<file path="config.mk">
export PLATFORM = sky130hd
export DESIGN_NAME = direction_change_detector_regs
export DESIGN_NICKNAME = d
export VERILOG_FILES = /design/src/inc/dir_det_pkg.sv /design/src/logic/direction_change_detector_regs.sv
export SDC_FILE = /design/constraint.sdc
export NUM_CORES = 1
export LEC_CHECK = 0
export BUFFER_PORTS_ARGS = -buffer_cell sky130_fd_sc_hd__buf_4
export CORE_MARGIN = 2
export CORE_UTILIZATION = 30
export DETAILED_ROUTE_END_ITERATION = 12
export PLACE_DENSITY = 0.49
export SLEW_MARGIN = 20
export SYNTH_ARGS = -nofsm -noshare
export SYNTH_HDL_FRONTEND = slang
export SYNTH_SLANG_ARGS = --single-unit
</file>
<file path="constraint.sdc">
create_clock -name clk_sys_i -period 5.35 [get_ports clk_sys_i]
set_input_delay 0.535 -clock clk_sys_i [delete_from_list [all_inputs] [get_ports clk_sys_i]]
set_output_delay 0.535 -clock clk_sys_i [all_outputs]
set_load 0.1 [all_outputs]
</file>
<file path="src/inc/dir_det_pkg.sv">
// Purpose: constants for the direction-change detector register slice
// Assumes: byte-wide register port with 8-bit addresses
// Notes: offsets are the byte addresses of the register port
package dir_det_pkg;
    // =====================================================================
    // register offsets
    localparam logic [7:0] CFG_ADDR = 8'h38;
    localparam logic [7:0] SRC_ADDR = 8'h39;
    localparam logic [7:0] ACK_ADDR = 8'h3a;
    localparam logic [7:0] INNER_LOW_ADDR = 8'h3c;
    localparam logic [7:0] INNER_HIGH_ADDR = 8'h3d;
    localparam logic [7:0] OUTER_LOW_ADDR = 8'h3e;
    localparam logic [7:0] OUTER_HIGH_ADDR = 8'h3f;
    // =====================================================================
    // field positions
    localparam int CFG_CHANGE_IRQ_EN_BIT = 7;
    localparam int CFG_LATCH_EN_BIT = 6;
    localparam int SRC_CHANGE_BIT = 6;
    // =====================================================================
    // reset values and fixed read values
    localparam logic [7:0] CFG_RESET = 8'h00;
    localparam logic [7:0] SRC_RESET = 8'h00;
    localparam logic [15:0] THS_RESET = 16'h0000;
    localparam logic [7:0] ACK_READ_VALUE = 8'h00;
    localparam logic [7:0] UNMAPPED_READ_VALUE = 8'h00;
endpackage : dir_det_pkg

</file>
<file path="src/logic/direction_change_detector_regs.sv">
// Purpose: direction detector status, threshold and acknowledge registers
// Assumes: samples arrive as signed 16-bit triples with a one-cycle strobe
// Notes: register port is a simple synchronous byte read/write port
`timescale 1ns/1ps

// Functional notes
// - source register: bit6 change, z y x high/low
// - change flag set when direction differs
// - high flag above outer threshold positive
// - low flag beyond outer threshold negative
// - flag clears below inner threshold
// - all axis flags zero after reset
// - acknowledge read refreshes latched source register
// - acknowledge read data is meaningless
// - inner threshold low and high bytes
// - outer threshold low and high bytes
// - latch enable holds requests until acknowledge
// - change interrupt only when enabled
module direction_change_detector_regs #(
    parameter int DATA_W = 16
) (
    input wire logic clk_sys_i,
    input wire logic srst_i,
    input wire logic sample_valid_i,
    input wire logic [DATA_W-1:0] accel_x_i,
    input wire logic [DATA_W-1:0] accel_y_i,
    input wire logic [DATA_W-1:0] accel_z_i,
    input wire logic reg_wr_i,
    input wire logic reg_rd_i,
    input wire logic [7:0] reg_addr_i,
    input wire logic [7:0] reg_wdata_i,
    output logic [7:0] reg_rdata_o,
    output logic reg_rvalid_o,
    output logic direction_irq_o
);

    // =====================================================================
    // elaboration check
    if (DATA_W != 16) begin : g_width_check
        $error("direction detector serves 16-bit samples only");
    end

    // =====================================================================
    // register state
    // configuration and thresholds, as the host wrote them
    logic [7:0] cfg_q;
    logic [7:0] cfg_d;
    logic [15:0] inner_threshold_q;
    logic [15:0] inner_threshold_d;
    logic [15:0] outer_threshold_q;
    logic [15:0] outer_threshold_d;
    // status as the host reads it, change flag on top
    logic [6:0] src_q;
    logic [6:0] src_d;
    // flag pattern of the last sample, feeding the hysteresis
    logic [5:0] level_q;
    logic [5:0] level_d;
    // last non-zero pattern, the direction to compare against
    logic [5:0] last_dir_q;
    logic [5:0] last_dir_d;
    // read port and interrupt
    logic [7:0] rdata_q;
    logic [7:0] rdata_d;
    logic rvalid_q;
    logic rvalid_d;
    logic irq_q;
    logic irq_d;
    // decoded controls and detection results
    logic latch_request_enable;
    logic direction_change_interrupt_enable;
    logic ack_read;
    logic [5:0] level_new;
    logic change_now;

    // decoded controls from the configuration register
    // latching keeps flags until the acknowledge read
    assign latch_request_enable = cfg_q[dir_det_pkg::CFG_LATCH_EN_BIT];
    // the interrupt output is masked by this bit only
    assign direction_change_interrupt_enable =
        cfg_q[dir_det_pkg::CFG_CHANGE_IRQ_EN_BIT];
    // an acknowledge read is any read strobe at its address
    assign ack_read = reg_rd_i && (reg_addr_i == dir_det_pkg::ACK_ADDR);

    // =====================================================================
    // per-axis hysteresis: bit order z_h z_l y_h y_l x_h x_l
    // one instance per axis; x sits in the low pair, z in the high pair
    logic [DATA_W-1:0] accel_axis [3];
    assign accel_axis[0] = accel_x_i;
    assign accel_axis[1] = accel_y_i;
    assign accel_axis[2] = accel_z_i;
    // each axis sees the registered pattern of its own pair only
    for (genvar a = 0; a < 3; a++) begin : g_axis
        direction_axis_hysteresis #(
            .DATA_W(DATA_W)
        ) axis_u (
            .accel_i(accel_axis[a]),
            .inner_ths_i(inner_threshold_q),
            .outer_ths_i(outer_threshold_q),
            .prev_i(level_q[2*a+:2]),
            .level_o(level_new[2*a+:2])
        );
    end

    // direction change: a non-zero pattern that differs from the last
    // non-zero one; an all-zero pattern names no direction
    always_comb begin
        change_now = (level_new != last_dir_q) && (level_new != 6'h00);
    end

    // =====================================================================
    // configuration and threshold registers
    always_comb begin
        cfg_d = cfg_q;
        inner_threshold_d = inner_threshold_q;
        outer_threshold_d = outer_threshold_q;
        // writes to the status and acknowledge locations are dropped
        if (reg_wr_i) begin
            case (reg_addr_i)
                // top two bits steer interrupt and latching
                dir_det_pkg::CFG_ADDR: begin
                    cfg_d = reg_wdata_i;
                end
                // threshold bytes take effect one at a time, no pairing
                dir_det_pkg::INNER_LOW_ADDR: begin
                    inner_threshold_d[7:0] = reg_wdata_i;
                end
                dir_det_pkg::INNER_HIGH_ADDR: begin
                    inner_threshold_d[15:8] = reg_wdata_i;
                end
                // a sample between two byte writes sees a mixed value
                dir_det_pkg::OUTER_LOW_ADDR: begin
                    outer_threshold_d[7:0] = reg_wdata_i;
                end
                dir_det_pkg::OUTER_HIGH_ADDR: begin
                    outer_threshold_d[15:8] = reg_wdata_i;
                end
                default: begin
                end
            endcase
        end
    end

    // configuration and threshold flip-flops
    always_ff @(posedge clk_sys_i) begin
        if (srst_i) begin
            cfg_q <= dir_det_pkg::CFG_RESET;
            inner_threshold_q <= dir_det_pkg::THS_RESET;
            outer_threshold_q <= dir_det_pkg::THS_RESET;
        end else begin
            cfg_q <= cfg_d;
            inner_threshold_q <= inner_threshold_d;
            outer_threshold_q <= outer_threshold_d;
        end
    end

    // =====================================================================
    // status flags, direction memory and interrupt
    always_comb begin
        src_d = src_q;
        level_d = level_q;
        last_dir_d = last_dir_q;
        // acknowledge read releases the latched status
        if (ack_read && latch_request_enable) begin
            src_d = {1'b0, level_q};
        end
        // new measurement: update or accumulate status
        if (sample_valid_i) begin
            level_d = level_new;
            // the last direction only moves on a non-zero pattern
            if (level_new != 6'h00) begin
                last_dir_d = level_new;
            end
            if (latch_request_enable) begin
                // set wins over a same-cycle acknowledge
                src_d = src_d | {change_now, level_new};
            end else begin
                src_d = {change_now, level_new};
            end
        end
        // interrupt follows the change flag when enabled; it is a level,
        // so in latched mode it stays up until the acknowledge read
        irq_d = direction_change_interrupt_enable &&
                src_d[dir_det_pkg::SRC_CHANGE_BIT];
    end

    // status flip-flops; the flags are clear after reset
    always_ff @(posedge clk_sys_i) begin
        if (srst_i) begin
            src_q <= dir_det_pkg::SRC_RESET[6:0];
            level_q <= 6'h00;
            last_dir_q <= 6'h00;
            irq_q <= 1'b0;
        end else begin
            src_q <= src_d;
            level_q <= level_d;
            last_dir_q <= last_dir_d;
            irq_q <= irq_d;
        end
    end

    // =====================================================================
    // read data path: data holds until the next read
    always_comb begin
        rdata_d = rdata_q;
        rvalid_d = 1'b0;
        if (reg_rd_i) begin
            rvalid_d = 1'b1;
            case (reg_addr_i)
                dir_det_pkg::CFG_ADDR: rdata_d = cfg_q;
                // unused top bit reads as zero
                dir_det_pkg::SRC_ADDR: rdata_d = {1'b0, src_q};
                dir_det_pkg::ACK_ADDR: begin
                    // the value carries nothing; only the side effect counts
                    rdata_d = dir_det_pkg::ACK_READ_VALUE;
                end
                dir_det_pkg::INNER_LOW_ADDR: begin
                    rdata_d = inner_threshold_q[7:0];
                end
                dir_det_pkg::INNER_HIGH_ADDR: begin
                    rdata_d = inner_threshold_q[15:8];
                end
                dir_det_pkg::OUTER_LOW_ADDR: begin
                    rdata_d = outer_threshold_q[7:0];
                end
                dir_det_pkg::OUTER_HIGH_ADDR: begin
                    rdata_d = outer_threshold_q[15:8];
                end
                // holes in the map read as a fixed value
                default: rdata_d = dir_det_pkg::UNMAPPED_READ_VALUE;
            endcase
        end
    end

    // read port flip-flops
    always_ff @(posedge clk_sys_i) begin
        if (srst_i) begin
            rdata_q <= 8'h00;
            rvalid_q <= 1'b0;
        end else begin
            rdata_q <= rdata_d;
            rvalid_q <= rvalid_d;
        end
    end

    assign reg_rdata_o = rdata_q;
    assign reg_rvalid_o = rvalid_q;
    assign direction_irq_o = irq_q;

endmodule : direction_change_detector_regs

// =====================================================================
// hysteresis on one axis
// the high flag sets beyond +outer and the low flag beyond -outer;
// both drop once the sample lies strictly inside +-inner
// between the bands the flag of the sample's sign holds and the
// opposite one drops, so no flag survives a sign change
// an outer threshold below the inner one leaves no holding band:
// keep outer at or above inner for true hysteresis
// purely combinational; the caller registers prev_i
module direction_axis_hysteresis #(
    parameter int DATA_W = 16
) (
    input wire logic [DATA_W-1:0] accel_i,
    input wire logic [DATA_W-1:0] inner_ths_i,
    input wire logic [DATA_W-1:0] outer_ths_i,
    input wire logic [1:0] prev_i,
    output logic [1:0] level_o
);

    // =====================================================================
    // elaboration check
    if (DATA_W < 2) begin : g_width_check
        $error("axis hysteresis needs at least two sample bits");
    end

    // =====================================================================
    // sign-extended sample, thresholds as unsigned magnitudes
    // one extra bit keeps the negated full-scale threshold in range
    logic signed [DATA_W:0] val;
    logic signed [DATA_W:0] inn;
    logic signed [DATA_W:0] out_ths;

    assign val = {accel_i[DATA_W-1], accel_i};
    assign inn = {1'h0, inner_ths_i};
    assign out_ths = {1'h0, outer_ths_i};

    // =====================================================================
    // band decision, bit 1 high flag, bit 0 low flag
    always_comb begin
        level_o = prev_i;
        if (val > out_ths) begin
            level_o = 2'h2;
        end else if (val < -out_ths) begin
            level_o = 2'h1;
        end else if ((val < inn) && (val > -inn)) begin
            level_o = 2'h0;
        end else if (!val[DATA_W]) begin
            level_o[0] = 1'h0; // positive sample drops the low flag
        end else begin
            level_o[1] = 1'h0; // negative sample drops the high flag
        end
    end

endmodule : direction_axis_hysteresis

</file>
==> results of run 1 <==
[final cells by class]
type                    instances  area, µm²  share of cell area
multi-input cells             872       6610               0.681
flip-flops and latches         69       1380               0.142
repair buffers                 94        706              0.0727
well taps                     372        465              0.0480
clock buffers                  10        239              0.0246
inverters                      58        218              0.0224
clock inverters                 6       86.3             0.00890
[placed cells by master, fill, tap and decap left out, types with 14 or more instances in the layout]
cell type | synthesis | final
ha_1 | 188 | 188
nand2_1 | 122 | 122
a21oi_1 | 95 | 95
buf_4 | 0 | 94
dfxtp_1 | 69 | 69
inv_1 | 57 | 57
nor2_1 | 49 | 49
nand3_1 | 29 | 29
o21ai_0 | 28 | 28
a21o_1 | 27 | 27
xnor2_1 | 25 | 25
nand4_1 | 24 | 24
a22oi_1 | 22 | 22
a31oi_1 | 19 | 19
nor4_1 | 18 | 18
nor2b_1 | 15 | 15
o21a_1 | 15 | 15
nor3_1 | 14 | 14
a211oi_1 | 14 | 14
[tightest hold or removal path, cell delays in order (launching register included)]
cell     delay [ns]
dfxtp_1        0.31
nand2_1        0.05
a21oi_1        0.05
[state kept, by name, summed over array words and instances (netlist names)]
register	count
cfg_q	8
direction_irq_o	1
inner_threshold_q	16
last_dir_q	6
level_q	6
outer_threshold_q	16
reg_rdata_o	8
reg_rvalid_o	1
src_q	7
[power by group through the flow]
stage	clock, mW	sequential, mW	combinational [mW]
4_1_cts	0.666	0.533	0.413
3_5_place_dp	0	0.544	0.411
2_1_floorplan	0	0.542	0.243
5_1_grt	0.683	0.534	0.462
3_3_place_gp	0	0.545	0.409
6_report	0.654	0.534	0.415
[cells by family after synthesis]
group	Yosys count	synth area share
AOI/OAI and AO/OA	309	0.254
adders and majority gates	188	0.282
muxes	7	0.00931
DFF	69	0.166
and+or+nand+nor	336	0.208
xor gates and xnor gates	32	0.0386
buffers and inverters	86	0.0416
[through the flow]
stage,std cells,setup WS [ns]
5_1_grt,1481,0.172
6_report,1481,0.627
3_3_place_gp,1465,0.813
3_5_place_dp,1465,0.704
2_1_floorplan,1027,1.19
4_1_cts,1481,0.681
[per-layer routing]
layer | wire (µm) | vias up | track usage
li1 | - | 4076 | -
met1 | 15500 | 3976 | 0.313
met2 | 14600 | 253 | 0.368
met3 | 1610 | 42 | 0.0199
met4 | 1000 | 0 | 0.0747
met5 | 0 | - | 0
[how the worst min path moves through the flow]
stage / start / endpoint / cells after the start
6_report: cfg_q[3]$_SDFFE_PP0P_ / cfg_q[3]$_SDFFE_PP0P_ / 2
4_1_cts: cfg_q[3]$_SDFFE_PP0P_ / cfg_q[3]$_SDFFE_PP0P_ / 2
2_1_floorplan: cfg_q[3]$_SDFFE_PP0P_ / cfg_q[3]$_SDFFE_PP0P_ / 2
5_1_grt: cfg_q[4]$_SDFFE_PP0P_ / cfg_q[4]$_SDFFE_PP0P_ / 2
3_5_place_dp: cfg_q[5]$_SDFFE_PP0P_ / cfg_q[5]$_SDFFE_PP0P_ / 2
3_3_place_gp: cfg_q[5]$_SDFFE_PP0P_ / cfg_q[5]$_SDFFE_PP0P_ / 2
[synthesized netlist by cell type, drive strengths merged (4+ instances only)]
master     n
nand4b     4
o21bai     5
o211ai     9
a311oi     4
o211a      5
o31ai     10
or3        7
or4        4
a22o       4
a21o      27
nor2b     15
and2       6
nand4     24
and3      11
o2111ai    4
a21oi     95
xor2       4
nand2b    10
buf        6
nand2    122
dfxtp     69
mux2       6
a22oi     22
nor4      20
nor2      49
a211o      6
nand3     30
a2111oi    8
a221oi     6
inv       57
clkbuf    22
nor3      16
ha       188
xnor2     25
a31oi     19
o21a      15
o21ai     30
a211oi    14
==> flow_metrics.py, run 1 <==
metrics = {
    "die": {
        "core_um2": 27100,
        "die_h_um": 171,
        "fp-row-count": 60,
        "ios": 79,
        "start_util": 0.307,
        "die_w_um": 171,
        "die_area_um2": 29100,
    },
    "sta": {
        "fmax_mhz": 212,
        "finalMaxSlewViolations": 0,
        "min_period_ns": 4.72,
        "tightest_slew_ns": 0.951,
        "hold_viol": 0,
        "setup_viol": 0,
        "slew_headroom": 0.361,
        "finalHoldWorstSlack_ns": 0.457,
        "finalCritPeriodShare": 0.883,
        "rsz0062_at_grt": "no",
        "fin_setup_tns_ns": 0,
        "fin_skew_ns": 0.00862,
    },
    "pwr": {
        "p_sw_mw": 0.484,
        "pwr-share-seq": 0.333,
        "power_mw": 1.60,
        "power.clock.fraction": 0.408,
        "power.density_nw_per_um2": 165,
        "share_comb_of_total_power": 0.259,
        "p_int_mw": 1.12,
        "swShare": 0.302,
        "peakVddDrop_uv": 163,
        "p_leak_nw": 3.88,
    },
    "setup_path": {
        "crit_buf_inv": 2,
        "worstPathMaxFanout": 6,
        "path_class": "reg2reg",
        "critPathCaptureType": "flip-flop",
        "worstPathCellList": "inv_1 > ha_1 > nor3b_1 > buf_4 > nand2_1 > nor3_1 > nand3_1 > xnor2_1 > ha_1 > and3_1 > o21ai_0 > or4_1 > o211ai_2 > o21ai_2 > o211a_4 > a2111oi_4 > nand3_2 > a311oi_1",
        "critPathCapture": "last_dir_q[4]$_SDFFE_PP0P_",
        "cp.depth": 18,
        "rrSetupSlack_ns": 0.63,
        "startpoint": "inner_threshold_q[1]$_SDFFE_PP0P_",
        "slowest_delay_ns": 0.54,
        "r2r_start": "inner_threshold_q[1]$_SDFFE_PP0P_",
        "r2r.worst_path.cells": 18,
        "cp.arrival_ns": 4.97,
        "cp_slowest_cell": "or4_1",
        "rr_endpoint": "last_dir_q[4]$_SDFFE_PP0P_",
        "critical_path.top_delay_family": "simple AND/OR/NAND/NOR gates",
        "cp.required_ns": 5.60,
        "cp-start-kind": "flip-flop",
        "crit_path_frequent_cell": "ha_1",
    },
    "clock_network": {
        "numCtsBuffers": 9,
        "cts_root_buf": "clkbuf_16",
        "clk_pin_slew_ns": 0.06,
        "ctsHoldBuffers": 0,
        "ctsHtreeMaxLevel": 3,
        "worstSkewPairLatency_ns": 0.34,
        "ctsResizeCount": 0,
        "cts_sinks": 69,
        "post_cts_buffers": 0,
        "cts_tree": "built",
        "clock_path_buffers": 2,
    },
    "synthesis": {
        "async_flop_share": 0,
        "synth_area_leaders": "ha_1 (28%), dfxtp_1 (17%), a21oi_1 (5.7%)",
        "ys.flop_type": "dfxtp_1",
        "synth_top_area_share": 0.282,
        "yosys.area.top_type": "ha_1",
        "synth.ff_latch_count": 69,
        "synth_area_per_cell_um2": 8.11,
        "synthDistinctLibCells": 77,
        "yosysSeqAreaShare": 0.166,
        "ys_warn_count": 0,
        "syn_area_um2": 8330,
        "synth-edff-count": 0,
        "mappedNetlistNets": 1284,
        "synth_cells": 1027,
    },
    "detailed_routing": {
        "wl_per_cell_um": 22.1,
        "drt_wl_total_um": 32800,
        "via_count": 8347,
        "ant_nets": 0,
        "drt_iter0_drc": 581,
        "drt_pre_antenna_iters": 5,
        "remaining_drc_errors": 0,
        "avgViaCountPerCell": 5.64,
    },
    "placed_design": {
        "place.gp.congestion": 0.972,
        "dp_hpwl_um": 27200,
        "dpl_cell_area_um2": 9380,
        "io_buffers": 78,
    },
    "cells_and_area": {
        "n_antenna_cell": 0,
        "layout-drive-gt1-share": 0.124,
        "fin_nets": 1361,
        "nFillCells": 2844,
        "area_delta_synth_final_pct": 16.5,
        "fin_area_um2": 9700,
        "final_core_util": 0.358,
    },
    "grt": {
        "grt_start_max_net_pins": 69,
        "grt_pass1_wl_um": 49100,
        "gr-total-overflow": 0,
        "antenna_found_initial": 0,
        "first_global_vias": 8185,
        "grt_usage": 0.226,
    },
    "run": {
        "maxCapViolCount": 0,
    },
    "outcome": {
        "status": "finished, final reports clean",
    },
    "hold_path": {
        "hp-class": "reg2reg",
    },
}
No activity file was read; power rests on OpenSTA's default activity.
==> run 2: changes to the inputs <==
- ABC_AREA: default -> 1
==> run 2 against run 1 <==
Net effect: global-route usage shrank 0.66 points; utilization shrank 0.77 points; fmax is essentially flat; via count shrank 0.55%; die area shrank 2.3%; sequential share of layout area grew 0.48 points; largest cell class unchanged.
==> flow_metrics.py, run 2 <==
metrics = {
    "outcome": {
        "status": "finished, final reports clean",
    },
    "setup_path": {
        "cp_slowest_cell": "nor3_1",
        "critPathCaptureType": "flip-flop",
        "worstPathMaxFanout": 6,
        "slowest_delay_ns": 0.45,
        "cp-start-kind": "flip-flop",
        "path_class": "reg2reg",
        "cp.arrival_ns": 4.96,
        "r2r.worst_path.cells": 30,
        "cp.depth": 30,
        "crit_path_frequent_cell": "nand2_1",
        "crit_buf_inv": 2,
        "cp.required_ns": 5.58,
        "critical_path.top_delay_family": "simple AND/OR/NAND/NOR gates",
    },
    "cells_and_area": {
        "mostFrequentLayoutCells": "nand2_1 (251), ha_1 (188), a21oi_1 (126)",
        "multi_input_area_um2": 6200,
        "largest_registers": "inner_threshold_q: 16 flops, outer_threshold_q: 16 flops",
        "final-seq-area_um2": 1380,
        "layout-drive-gt1-share": 0.115,
        "nFillCells": 2918,
        "fin_nets": 1498,
        "layout.cells.non_filler": 1587,
        "n_antenna_cell": 0,
        "mostFrequentLayoutCell": "nand2_1",
        "area_delta_synth_final_pct": 15.4,
    },
    "detailed_routing": {
        "drt_pre_antenna_iters": 5,
        "drt_iter0_drc": 570,
        "remaining_drc_errors": 0,
        "drt_wl_total_um": 30900,
        "ant_nets": 0,
        "via_count": 8301,
        "avgViaCountPerCell": 5.23,
        "wl_per_cell_um": 19.5,
    },
    "grt": {
        "gr-total-overflow": 0,
        "first_global_vias": 7914,
        "antenna_found_initial": 0,
        "grt_start_max_net_pins": 40,
        "grt_pass1_wl_um": 46700,
        "grt_usage": 0.219,
    },
    "clock_network": {
        "cts_sinks": 69,
        "cts_root_buf": "clkbuf_16",
        "numCtsBuffers": 9,
        "clock_path_buffers": 2,
        "ctsHtreeMaxLevel": 3,
        "cts_tree": "built",
        "worstSkewPairLatency_ns": 0.34,
        "ctsResizeCount": 0,
        "post_cts_buffers": 0,
        "ctsHoldBuffers": 0,
        "clk_pin_slew_ns": 0.06,
    },
    "synthesis": {
        "synth_top_area_share": 0.289,
        "synthDistinctLibCells": 49,
        "syn_area_um2": 8140,
        "yosysMostFrequentCell": "nand2_1",
        "synth-edff-count": 0,
        "synth.ff_latch_count": 69,
        "async_flop_share": 0,
        "ys.flop_type": "dfxtp_1",
        "synth_area_leaders": "ha_1 (29%), dfxtp_1 (17%), nand2_1 (12%)",
        "synth_area_per_cell_um2": 6.98,
        "ys_warn_count": 0,
        "mappedNetlistNets": 1423,
        "synth.top_cells.by_count": "nand2_1 (251), ha_1 (188), a21oi_1 (126)",
        "synth_cells": 1166,
        "yosys.area.top_type": "ha_1",
        "yosysSeqAreaShare": 0.170,
    },
    "sta": {
        "slew_headroom": 0.287,
        "hold_viol": 0,
        "fin_setup_tns_ns": 0,
        "setup_viol": 0,
        "finalMaxSlewViolations": 0,
        "min_period_ns": 4.73,
        "fin_skew_ns": 0.00813,
        "rsz0062_at_grt": "no",
        "fmax_mhz": 212,
        "tightest_slew_ns": 1.06,
        "finalCritPeriodShare": 0.883,
    },
    "placed_design": {
        "dp.cells": 1571,
        "dp_hpwl_um": 26000,
        "place.gp.congestion": 0.896,
        "io_buffers": 78,
    },
    "pwr": {
        "p_sw_mw": 0.503,
        "p_int_mw": 1.07,
        "power.density_nw_per_um2": 167,
        "share_comb_of_total_power": 0.276,
        "power.clock.fraction": 0.383,
        "p_leak_nw": 4.31,
        "pwr-share-seq": 0.341,
        "swShare": 0.320,
        "power_mw": 1.57,
        "peakVddDrop_uv": 154,
    },
    "die": {
        "ios": 79,
        "fp-row-count": 60,
        "die_area_um2": 28500,
        "die_w_um": 169,
        "core_um2": 26800,
        "die_h_um": 169,
        "start_util": 0.304,
    },
    "hold_path": {
        "whs_path_depth": 2,
        "hp-class": "reg2reg",
    },
    "run": {
        "maxCapViolCount": 0,
    },
}
run 2: changes by cell type in the layout (fill, tap and decap cells not counted), moves of 22 or more:
| cell | previous run | this run |
|---|---|---|
| nand3_1 | 29 | 59 |
| nand2_1 | 122 | 251 |
| o21ai_0 | 28 | 63 |
| a22oi_1 | 22 | 0 |
| xnor2_1 | 25 | 1 |
| xor2_1 | 4 | 27 |
| inv_1 | 57 | 117 |
| a21o_1 | 27 | 2 |
| nor2_1 | 49 | 78 |
| a21oi_1 | 95 | 126 |
run 2: per-layer routing:
metal | share of wire | vias to the layer above | GRT usage
met5 | 0 | - | 0
met4 | 0.033 | 0 | 0.0757
met3 | 0.053 | 50 | 0.0318
met2 | 0.44 | 257 | 0.353
met1 | 0.47 | 3805 | 0.299
li1 | - | 4189 | -
run 2: area by class of cell:
class | instances | area share
multi-input combinational | 951 | 0.661
sequential | 69 | 0.147
timing repair buffer | 78 | 0.0624
inverter | 132 | 0.0530
tap | 341 | 0.0454
clock buffer | 12 | 0.0263
clock inverter | 4 | 0.00506
run 2: final timing paths:
kind	startpoint	end	slack (ns)
max	outer_threshold_q[1]$_SDFFE_PP0P_	direction_irq_o$_SDFF_PP0_	0.62
min	cfg_q[1]$_SDFFE_PP0P_	cfg_q[1]$_SDFFE_PP0P_	0.46
max reg2reg	outer_threshold_q[1]$_SDFFE_PP0P_	direction_irq_o$_SDFF_PP0_	0.62
min reg2reg	cfg_q[1]$_SDFFE_PP0P_	cfg_q[1]$_SDFFE_PP0P_	0.46
run 2: worst register-to-register path: cells and delay by family, from the launching register on:
family	cells	cell delay, ns
DFF	1	0.31
buffers and inverters	2	0.29
adders and majority gates	2	0.51
AOI/OAI and AO/OA	1	0.12
and+or+nand+nor	25	3.39
run 2: cell families after synthesis:
group / synth area share
and+or+nand+nor: 0.265
AOI/OAI and AO/OA: 0.178
adders and majority gates: 0.289
buffers and inverters: 0.0678
DFF: 0.170
xor gates and xnor gates: 0.0301
run 2: power by group through the flow:
stage / clock network, mW / logic, mW / registers (mW)
2_1_floorplan: 0 / 0.268 / 0.545
3_3_place_gp: 0 / 0.428 / 0.547
3_5_place_dp: 0 / 0.432 / 0.547
4_1_cts: 0.608 / 0.434 / 0.536
5_1_grt: 0.632 / 0.496 / 0.537
6_report: 0.602 / 0.433 / 0.536
run 2: per-stage QoR:
stage                     area [µm²]  setup WS (ns)  hold slack (ns)  utilization
final                           9390          0.624            0.456        0.350
after global routing            9390         0.0218            0.487        0.350
after CTS                       9390          0.691            0.458        0.350
after detailed placement        9090          0.704            0.450        0.339
after global placement          9090          0.848            0.446        0.339
after floorplan                 8140           1.76            0.425            -
